===== config.mk =====
export PLATFORM = sky130hd
export DESIGN_NAME = tcr_config_irq_regs
export DESIGN_NICKNAME = d
export VERILOG_FILES = /design/src/hdl/tcr_config_irq_regs.v
export VERILOG_INCLUDE_DIRS = /design/src /design/src/hdl
export SDC_FILE = /design/constraint.sdc
export NUM_CORES = 1
export LEC_CHECK = 0
export ABC_AREA = 1
export BUFFER_PORTS_ARGS = -buffer_cell sky130_fd_sc_hd__clkbuf_2
export CORE_MARGIN = 10
export CORE_UTILIZATION = 58
export CTS_CLUSTER_DIAMETER = 80
export DETAILED_ROUTE_END_ITERATION = 16
export GPL_TIMING_DRIVEN = 0
export PLACE_DENSITY = 0.77
export RECOVER_POWER = 100
export SLEW_MARGIN = 20
export SYNTH_ARGS = -nofsm -noshare
export SYNTH_HDL_FRONTEND = slang
export SYNTH_SLANG_ARGS = --single-unit

===== constraint.sdc =====
create_clock -name clock -period 2.2 [get_ports clock]
set_input_delay 0.44 -clock clock [delete_from_list [all_inputs] [get_ports clock]]
set_output_delay 0.44 -clock clock [all_outputs]
set_load 0.02 [all_outputs]

===== src/hdl/tcr_regs_map.vh =====
`ifndef TCR_REGS_MAP_VH
`define TCR_REGS_MAP_VH
// ------------------------------------------------------------
// register addresses
// ------------------------------------------------------------
`define TCR_ADDR_LAUNCH     6'h00
`define TCR_ADDR_CFG_TWO    6'h01
`define TCR_ADDR_FLAGS      6'h02
`define TCR_ADDR_ENABLE     6'h03
`define TCR_ADDR_COARSE_HI  6'h04
`define TCR_ADDR_COARSE_LO  6'h05
`define TCR_ADDR_REFCLK_HI  6'h06
`define TCR_ADDR_REFCLK_LO  6'h07
// ------------------------------------------------------------
// reset values
// ------------------------------------------------------------
`define TCR_RST_CFG_TWO     8'h40
`define TCR_RST_FLAGS       5'h00
`define TCR_RST_ENABLE      3'h7
`define TCR_RST_LIMIT       8'hFF
`define TCR_RST_BYTE        8'h00
// ------------------------------------------------------------
// field positions
// ------------------------------------------------------------
`define TCR_CAL_MSB         7
`define TCR_CAL_LSB         6
`define TCR_AVG_MSB         5
`define TCR_AVG_LSB         3
`define TCR_STOP_MSB        2
`define TCR_STOP_LSB        0
`define TCR_FLG_DONE        4
`define TCR_FLG_BEGUN       3
`define TCR_FLG_REFOVF      2
`define TCR_FLG_COARSEOVF   1
`define TCR_FLG_RESULT      0
`define TCR_CMD_AUTOINC     7
`define TCR_CMD_WRITE       6
// ------------------------------------------------------------
// spans and counts
// ------------------------------------------------------------
`define TCR_CAL_SPAN0       8'h02
`define TCR_CAL_SPAN1       8'h0A
`define TCR_CAL_SPAN2       8'h14
`define TCR_CAL_SPAN3       8'h28
`define TCR_STOP_MAX_CODE   3'h4
`define TCR_BITS_PER_BYTE   3'h7
`endif


===== src/hdl/tcr_config_irq_regs.v =====
`timescale 1ns/1ps
// Behaviour
// calibration span field picks 2/10/20/40 clock periods, reset code 01
// averaging field picks 1..128 measurement cycles, reset code 000
// stop-count field expects 1..5 stops, codes above 100 mean one
// status bit 4 set on completion, cleared by writing one
// status bit 3 set when start received, cleared by writing one
// reference counter overflow sets bit 2 and aborts measurement
// coarse counter overflow sets bit 1 and aborts measurement
// status bit 0 set on completion, cleared by writing one or by a launch write
// status upper three bits reserved zero, register resets to 00h
// mask bits 2..0 enable interrupts, reset to 07h
// masked flag still sets and reads, but does not drive pin
// coarse threshold is 16 bits from 04h/05h, both reset FFh
// software never writes one into the coarse threshold low byte
// reference threshold high byte at 06h, read/write, resets FFh
// second config at 01h resets 40h, access only while selected
// launch write clears status, clears results, begins measurement
// reference threshold low byte at 07h, read/write, resets FFh
// interrupt pin low while any enabled flag is set
// overflow raised when counter reaches programmed 16-bit threshold
`include "tcr_regs_map.vh"

module tcr_config_irq_regs
(
  input  wire       clock,
  input  wire       rst_n,
  input  wire       serialClk,
  input  wire       channelSelectN,
  input  wire       serialDataIn,
  input  wire       startPin,
  input  wire       stopPin,
  output reg        serialDataOut,
  output reg        serialDataOe,
  output reg        irqOutN,
  output reg        measBusy,
  output reg        resultClear
);

  localparam [1:0] ST_IDLE = 2'h0;
  localparam [1:0] ST_ARM  = 2'h1;
  localparam [1:0] ST_RUN  = 2'h2;
  localparam [1:0] ST_CAL  = 2'h3;

  // ------------------------------------------------------------
  // pin synchronisers
  // ------------------------------------------------------------
  // all five pins come from outside; stage one is read only by stage two
  reg  [4:0] syncA_q;
  reg  [4:0] syncB_q;
  reg  [4:0] syncC_q;
  wire [4:0] pinsRaw;

  assign pinsRaw = {stopPin, startPin, serialDataIn, channelSelectN, serialClk};

  always @(posedge clock or negedge rst_n)
  begin
    if (!rst_n)
    begin
      syncA_q <= 5'h02;
      syncB_q <= 5'h02;
      syncC_q <= 5'h02;
    end
    else
    begin
      syncA_q <= pinsRaw;
      syncB_q <= syncA_q;
      syncC_q <= syncB_q;
    end
  end

  wire sclkRise  = syncB_q[0] & ~syncC_q[0];
  wire sclkFall  = ~syncB_q[0] & syncC_q[0];
  wire selected  = ~syncB_q[1];
  wire mosiBit   = syncB_q[2];
  wire startEdge = syncB_q[3] & ~syncC_q[3];
  wire stopEdge  = syncB_q[4] & ~syncC_q[4];

  // ------------------------------------------------------------
  // registers
  // ------------------------------------------------------------
  reg  [7:0]  cfgTwo_q;
  reg  [4:0]  flags_q;
  reg  [2:0]  enable_q;
  reg  [7:0]  coarseHi_q;
  reg  [7:0]  coarseLo_q;
  reg  [7:0]  refHi_q;
  reg  [7:0]  refLo_q;
  reg         launchBit_q;

  wire [1:0]  second_cal_span_select = cfgTwo_q[`TCR_CAL_MSB:`TCR_CAL_LSB];
  wire [2:0]  averaging_count_select = cfgTwo_q[`TCR_AVG_MSB:`TCR_AVG_LSB];
  wire [2:0]  stopCountSelect        = cfgTwo_q[`TCR_STOP_MSB:`TCR_STOP_LSB];
  wire [15:0] coarseLimit            = {coarseHi_q, coarseLo_q};
  wire [15:0] refclkLimit            = {refHi_q, refLo_q};

  // ------------------------------------------------------------
  // decode helpers
  // ------------------------------------------------------------
  function [7:0] calSpan;
    input [1:0] code;
    begin
      case (code)
        2'h0:    calSpan = `TCR_CAL_SPAN0;
        2'h1:    calSpan = `TCR_CAL_SPAN1;
        2'h2:    calSpan = `TCR_CAL_SPAN2;
        default: calSpan = `TCR_CAL_SPAN3;
      endcase
    end
  endfunction

  function [7:0] readReg;
    input [5:0] addr;
    begin
      case (addr)
        `TCR_ADDR_LAUNCH:    readReg = {7'h00, launchBit_q};
        `TCR_ADDR_CFG_TWO:   readReg = cfgTwo_q;
        `TCR_ADDR_FLAGS:     readReg = {3'h0, flags_q};
        `TCR_ADDR_ENABLE:    readReg = {5'h00, enable_q};
        `TCR_ADDR_COARSE_HI: readReg = coarseHi_q;
        `TCR_ADDR_COARSE_LO: readReg = coarseLo_q;
        `TCR_ADDR_REFCLK_HI: readReg = refHi_q;
        `TCR_ADDR_REFCLK_LO: readReg = refLo_q;
        default:             readReg = 8'h00;
      endcase
    end
  endfunction

  // ------------------------------------------------------------
  // serial slave: command byte then data bytes, msb first
  // ------------------------------------------------------------
  reg  [2:0] bitCnt_q;
  reg  [7:0] rxShift_q;
  reg  [7:0] txShift_q;
  reg        haveCmd_q;
  reg        cmdWrite_q;
  reg        cmdAutoInc_q;
  reg  [5:0] addr_q;

  wire [7:0] rxByte   = {rxShift_q[6:0], mosiBit};
  wire       byteDone = selected & sclkRise & (bitCnt_q == `TCR_BITS_PER_BYTE);
  wire       wrStrobe = byteDone & haveCmd_q & cmdWrite_q;
  wire [5:0] nextAddr = cmdAutoInc_q ? addr_q + 6'h01 : addr_q;

  always @(posedge clock or negedge rst_n)
  begin
    if (!rst_n)
    begin
      bitCnt_q      <= 3'h0;
      rxShift_q     <= 8'h00;
      txShift_q     <= 8'h00;
      haveCmd_q     <= 1'b0;
      cmdWrite_q    <= 1'b0;
      cmdAutoInc_q  <= 1'b0;
      addr_q        <= 6'h00;
      serialDataOut <= 1'b0;
      serialDataOe  <= 1'b0;
    end
    else if (!selected)
    begin
      // deselect ends the frame; a partial byte is dropped
      bitCnt_q     <= 3'h0;
      haveCmd_q    <= 1'b0;
      serialDataOe <= 1'b0;
    end
    else
    begin
      serialDataOe <= 1'b1;
      if (sclkRise)
      begin
        bitCnt_q  <= bitCnt_q + 3'h1;
        rxShift_q <= rxByte;
      end
      if (byteDone)
      begin
        if (!haveCmd_q)
        begin
          haveCmd_q    <= 1'b1;
          cmdWrite_q   <= rxByte[`TCR_CMD_WRITE];
          cmdAutoInc_q <= rxByte[`TCR_CMD_AUTOINC];
          addr_q       <= rxByte[5:0];
          txShift_q    <= readReg(rxByte[5:0]);
        end
        else
        begin
          addr_q    <= nextAddr;
          txShift_q <= readReg(nextAddr);
        end
      end
      else if (sclkFall)
      begin
        serialDataOut <= txShift_q[7];
        txShift_q     <= {txShift_q[6:0], 1'b0};
      end
    end
  end

  // ------------------------------------------------------------
  // measurement sequencer
  // ------------------------------------------------------------
  reg  [1:0]  state_q;
  reg  [15:0] refCnt_q;
  reg  [15:0] coarseCnt_q;
  reg  [2:0]  stopsSeen_q;
  reg  [7:0]  cyclesLeft_q;
  reg  [7:0]  calCnt_q;

  wire        launchWr   = wrStrobe & (addr_q == `TCR_ADDR_LAUNCH) & rxByte[0];
  wire [2:0]  stopsNeed  = (stopCountSelect > `TCR_STOP_MAX_CODE) ?
                           3'h0 : stopCountSelect;
  wire [7:0]  avgCycles  = 8'h01 << averaging_count_select;
  wire        running    = (state_q == ST_RUN);
  wire        refOvf     = running & (refCnt_q == refclkLimit);
  wire        coarseOvf  = running & (coarseCnt_q == coarseLimit);
  wire        lastStop   = running & stopEdge & (stopsSeen_q == stopsNeed);
  wire        calEnd     = (state_q == ST_CAL) &
                           (calCnt_q == calSpan(second_cal_span_select));
  wire        beginEvt   = (state_q == ST_ARM) & startEdge & ~launchWr;
  wire        doneEvt    = calEnd & ~launchWr;

  always @(posedge clock or negedge rst_n)
  begin
    if (!rst_n)
    begin
      state_q      <= ST_IDLE;
      refCnt_q     <= 16'h0000;
      coarseCnt_q  <= 16'h0000;
      stopsSeen_q  <= 3'h0;
      cyclesLeft_q <= 8'h00;
      calCnt_q     <= 8'h00;
    end
    else if (launchWr)
    begin
      state_q      <= ST_ARM;
      cyclesLeft_q <= avgCycles - 8'h01;
      stopsSeen_q  <= 3'h0;
      refCnt_q     <= 16'h0000;
      coarseCnt_q  <= 16'h0000;
    end
    else
    begin
      case (state_q)
        ST_ARM:
        begin
          if (startEdge)
          begin
            state_q     <= ST_RUN;
            refCnt_q    <= 16'h0000;
            coarseCnt_q <= 16'h0000;
            stopsSeen_q <= 3'h0;
          end
        end
        ST_RUN:
        begin
          refCnt_q    <= refCnt_q + 16'h0001;
          coarseCnt_q <= stopEdge ? 16'h0000 : coarseCnt_q + 16'h0001;
          if (refOvf | coarseOvf)
            state_q <= ST_IDLE;
          else if (lastStop)
          begin
            if (cyclesLeft_q == 8'h00)
            begin
              state_q  <= ST_CAL;
              calCnt_q <= 8'h00;
            end
            else
            begin
              // averaging: wait for the next start of the sequence
              state_q      <= ST_ARM;
              cyclesLeft_q <= cyclesLeft_q - 8'h01;
            end
          end
          else if (stopEdge)
            stopsSeen_q <= stopsSeen_q + 3'h1;
        end
        ST_CAL:
        begin
          calCnt_q <= calCnt_q + 8'h01;
          if (calEnd)
            state_q <= ST_IDLE;
        end
        default:
          state_q <= ST_IDLE;
      endcase
    end
  end

  // ------------------------------------------------------------
  // register writes and status flags
  // ------------------------------------------------------------
  reg  [4:0] flagsSet;
  reg  [4:0] flagsClr;
  wire [4:0] flags_d = (flags_q & ~flagsClr) | flagsSet;

  always @*
  begin
    flagsSet = 5'h00;
    flagsClr = 5'h00;
    flagsSet[`TCR_FLG_DONE]      = doneEvt;
    flagsSet[`TCR_FLG_RESULT]    = doneEvt;
    flagsSet[`TCR_FLG_BEGUN]     = beginEvt;
    flagsSet[`TCR_FLG_REFOVF]    = refOvf & ~launchWr;
    flagsSet[`TCR_FLG_COARSEOVF] = coarseOvf & ~launchWr;
    if (launchWr)
      flagsClr = 5'h1F;
    else if (wrStrobe & (addr_q == `TCR_ADDR_FLAGS))
      flagsClr = rxByte[4:0];
  end

  always @(posedge clock or negedge rst_n)
  begin
    if (!rst_n)
    begin
      cfgTwo_q    <= `TCR_RST_CFG_TWO;
      flags_q     <= `TCR_RST_FLAGS;
      enable_q    <= `TCR_RST_ENABLE;
      coarseHi_q  <= `TCR_RST_LIMIT;
      coarseLo_q  <= `TCR_RST_LIMIT;
      refHi_q     <= `TCR_RST_LIMIT;
      refLo_q     <= `TCR_RST_LIMIT;
      launchBit_q <= 1'b0;
      irqOutN     <= 1'b1;
      measBusy    <= 1'b0;
      resultClear <= 1'b0;
    end
    else
    begin
      // set beats a same-cycle write-one clear; a launch write masks every set and clears all five flags
      flags_q     <= flags_d;
      // pin changes on the same edge as the flags, straight from a flop
      irqOutN     <= ~|(flags_d[2:0] & enable_q);
      measBusy    <= (state_q != ST_IDLE);
      resultClear <= launchWr;
      if (launchWr)
        launchBit_q <= 1'b1;
      else if (doneEvt | refOvf | coarseOvf)
        launchBit_q <= 1'b0;
      if (wrStrobe)
      begin
        case (addr_q)
          `TCR_ADDR_CFG_TWO:   cfgTwo_q   <= rxByte;
          `TCR_ADDR_ENABLE:    enable_q   <= rxByte[2:0];
          `TCR_ADDR_COARSE_HI: coarseHi_q <= rxByte;
          // a low byte of one would overflow at once; software avoids it
          `TCR_ADDR_COARSE_LO: coarseLo_q <= rxByte;
          `TCR_ADDR_REFCLK_HI: refHi_q    <= rxByte;
          `TCR_ADDR_REFCLK_LO: refLo_q    <= rxByte;
          default:             cfgTwo_q   <= cfgTwo_q;
        endcase
      end
    end
  end

endmodule


==> results.txt <==
The fraction of layout instances using a drive strength above 1 came out at approximately a fifth. The setup path with the least slack is of type register to register. The type of the worst min-delay path is input pin to register. The wire length of the first global-routing pass is 41.59 mm. Yosys mapped the design onto 46 distinct sky130hd cell types. The post-detailed-routing wire length is about 27 mm. The setup clock skew after layout is 9.380 ps. The switching power share of the total came out at between 20% and 30%.

The maximum vdd drop came out at 0.5488 mV. The aggregate negative setup slack is -23.26 ps. The worst hold slack came out at ~82 ps.

The flow ran to the end, but the final reports show violations. The maximum fanout along the worst path came out at 8. The post-synthesis average cell area came out at 7.372 um2. The filler cell count in the final layout came out at 1,201.

The routability-driven placement congestion ratio came out at 0.9780. In this run the core area contains 45 standard-cell rows. The remaining max-slew budget at the tightest pin is -20.98%. Using the TritonRoute via totals, the vias-per-cell ratio works out to slightly below 6. The fraction of power consumed by the clock network is 47.8%.

The area taken by flip-flops and latches is 0.003730 mm2. The Yosys warning count is 0. The count of max-cap constraint violations is 1. The largest net degree at the start of global routing is 77.

Summed over all layers, the global routing overflow is 0. The highest layer touched by signal routing is met4. The area of the core is 0.01515 mm2. The half-perimeter wire length after detailed placement came out at 18.70 mm.

The detailed-route wire length per cell is around 18 um. The register bit total from synthesis is 147. The post-route antenna net violation count came out at 0. The first-pass iteration count of the detailed router is 6. The area overhead of the layout relative to synthesis is 20.92%. The number of endpoints with negative hold slack in the final report is 0.

In this run the clock root is driven by a sky130_fd_sc_hd__clkbuf_16. The number of buffers added on ports came out at 11. The cell area that synthesis handed to floorplanning was 0.008899 mm2.

The highest clock rate is 0.4498 GHz. The number of hold buffers added after CTS is 0. The minimum clock period after layout came out at 2223 ps. The sequential share of power is between 40% and 50%.

The worst setup path is captured at a register. Across every metal layer, demand over resource in global routing totals 25.70%. The worst setup path is launched from a register. The met2 routed wirelength is 12.96 mm.

The final-report max-slew violation count came out at 72. The period utilization came out at 101.1%. The worst-skew pair later-pin latency is 440 ps. The total nets after synthesis is 1,229.

The worst path required time is 2570 ps. The net switching power of the design is 1.593 mW. The final count of negative-setup-slack endpoints is 1.

The total power divided by cell area came out at between 500 and 600 mW/mm2. The multi-input combinational cells in the finished layout cover a total of just under 0.005 mm2. The number of top-level design ports is 12.

The net count reported at finish is 1,302. Setup repair after global routing could not meet its margin everywhere. The static leakage is 4.769 nW. The initial cell density of the core came out at 58.75%. The routed via count came out at 8,767.

The chip width is 143.9 um. The area enclosed by the die boundary came out at 0.02070 mm2. The number of global-route vias before repair is 7,913. The level count of the clock H-tree came out at 4. Synthesis produced about 1,200 cells. The CTS buffer count came out at 17. The internal portion of the total power is 4.643 mW. The number of antenna violations at the first check in global routing came out at 0. The pin slew with the least headroom to its limit came out at 1815 ps. The height of the chip came out at ~140 um. The maximum number of buffers from clock root to sink came out at 2. 0 antenna diodes ended up in the layout. STA puts the critical path data arrival time at ~2600 ps. The met1 routed wirelength after detailed routing is ~11 mm. The proportion of power drawn by combinational gates came out at 6.5%. Clock-pin slew was measured on the worst setup and hold paths at roughly 60 ps. The end-of-flow core utilization came out at a little under three quarters. The number of sinks handled by clock tree synthesis is between 100 and 150.

The detailed-route DRC error count came out at 0. The library cell used most frequently in the layout, excluding fill and tap cells, is sky130_fd_sc_hd__nand2_1. In the layout the commonest cells are sky130_fd_sc_hd__nand2_1, sky130_fd_sc_hd__inv_1, sky130_fd_sc_hd__nor2_1, sky130_fd_sc_hd__dfrtp_1, sky130_fd_sc_hd__o21ai_0. The sequential area share after synthesis came out at 41.89%. The number of DRC violations after detailed-routing iteration 0 is roughly 880. The final reports fail on max-capacitance violations, max-slew violations, negative setup slack. The least setup slack across all paths after layout came out at -23.26 ps.

The sum of met3 wire segment lengths after detailed routing came out at 2.010 mm. TritonCTS built the clock tree.
critical path, cell delays in order (launching register included):
cell	delay, ps
sky130_fd_sc_hd__dfrtp_2	440
sky130_fd_sc_hd__inv_1	120
sky130_fd_sc_hd__ha_2	230
sky130_fd_sc_hd__nand3_4	100
sky130_fd_sc_hd__nor2_8	160
sky130_fd_sc_hd__nand3_4	160
sky130_fd_sc_hd__buf_12	180
sky130_fd_sc_hd__nand2_8	130
sky130_fd_sc_hd__inv_8	60
sky130_fd_sc_hd__buf_12	140
sky130_fd_sc_hd__nor3_4	180
sky130_fd_sc_hd__nand2_1	100
sky130_fd_sc_hd__a21oi_2	140
metrics by stage:
stage                     std cells  worst slack [ps]  total power, mW  cell area (um2)
final                          1481            -23.26            6.236            10760
after global routing           1481            -130.8            6.422            10760
after CTS                      1444            -41.62            6.210            10000
after detailed placement       1407            -274.4            3.265             9225
after global placement         1406             -1766            3.252             9189
after floorplan                1207             180.0            3.056             8899
path summary, 6_finish.rpt:
| kind | from | end | slack [ps] | cells after the start |
|---|---|---|---|---|
| setup / recovery | addr_q[0]$_DFFE_PN0P_ | refCnt_q[7]$_DFFE_PN0P_ | -20 | 12 |
| hold / removal | channelSelectN | syncA_q[1]$_DFF_PN1_ | 80 | 1 |
| setup reg to reg | addr_q[0]$_DFFE_PN0P_ | refCnt_q[7]$_DFFE_PN0P_ | -20 | 12 |
| hold reg to reg | syncA_q[3]$_DFF_PN0_ | syncB_q[3]$_DFF_PN0_ | 350 | 0 |
| max in group asynchronous | rst_n | addr_q[0]$_DFFE_PN0P_ | 500 | 1 |
| min in group asynchronous | rst_n | refCnt_q[9]$_DFFE_PN0P_ | 480 | 1 |
layout make-up:
cell class | count | area share, %
multi-input combinational | 891 | 45.76
sequential | 147 | 34.66
inverter | 143 | 5.337
timing repair buffer | 54 | 4.314
clock buffer | 18 | 3.988
buffer | 26 | 2.244
tap | 188 | 2.186
clock inverter | 14 | 1.512
flip-flops by register name, indices dropped and copies added, names as in the netlist, 2 cells and up:
name	count
syncA_q	5
refCnt_q	16
stopsSeen_q	3
syncC_q	3
bitCnt_q	3
coarseHi_q	8
cyclesLeft_q	8
cfgTwo_q	8
syncB_q	5
coarseLo_q	8
coarseCnt_q	16
refHi_q	8
txShift_q	8
rxShift_q	7
calCnt_q	8
enable_q	3
addr_q	6
flags_q	5
state_q	2
refLo_q	8
per-layer routing:
layer | global-route usage, % | vias to the layer above
met1 | 33.93 | 4183
met3 | 4.719 | 78
met4 | 11.18 | 0
li1 | - | 4113
met2 | 40.32 | 393
met5 | 0 | -
cell families after synthesis:
kind of cell / count (synthesis) / synth area share (%)
AOI/OAI and AO/OA: 196 / 11.90
xor gates and xnor gates: 25 / 2.461
adders and majority gates: 15 / 2.109
buffers and inverters: 169 / 7.790
DFF: 147 / 41.89
muxes: 1 / 0.1125
and+or+nand+nor: 654 / 33.75
cell usage after synthesis, drive strengths merged:
master  instances  area (um2)
nand2         322        1261
inv           143       536.8
nor2          142       628.1
o21ai         122       621.8
nand3         113       600.6
dfrtp         108        2703
a21oi          44       220.2
dfstp          39        1025
nor3           29       161.4
nand4          24       165.2
xor2           23       201.4
buf            19       130.1
ha             15       187.7
o22ai          14       87.58
clkbuf          7       26.28
nand3b          7       65.06
o221ai          7       61.31
nor3b           5       37.54
nor4            5       37.53
o21a            4       30.03
o211ai          3       22.52
or2             3       18.77
nand2b          2       12.51
xnor2           2       17.52
a221oi          1       8.760
a31oi           1       6.260
and2            1       6.260
and3b           1       8.760
mux2i           1       10.01
power by group through the flow:
| stage | registers (mW) | logic [mW] | clock network (mW) |
|---|---|---|---|
| 2_1_floorplan | 2.88 | 0.179 | 0 |
| 3_3_place_gp | 2.88 | 0.369 | 0 |
| 3_5_place_dp | 2.88 | 0.381 | 0 |
| 4_1_cts | 2.84 | 0.382 | 2.99 |
| 5_1_grt | 2.85 | 0.443 | 3.12 |
| 6_report | 2.85 | 0.407 | 2.98 |
repair_timing:
item | CTS | global route
setup endpoints to repair | 37 | 100
resized for setup | 31 | 134
setup buffers | 4 | 33
pin swaps | 6 | 34
gates cloned | 1 | 4
Note: power is estimated with default switching activity, not from simulation.
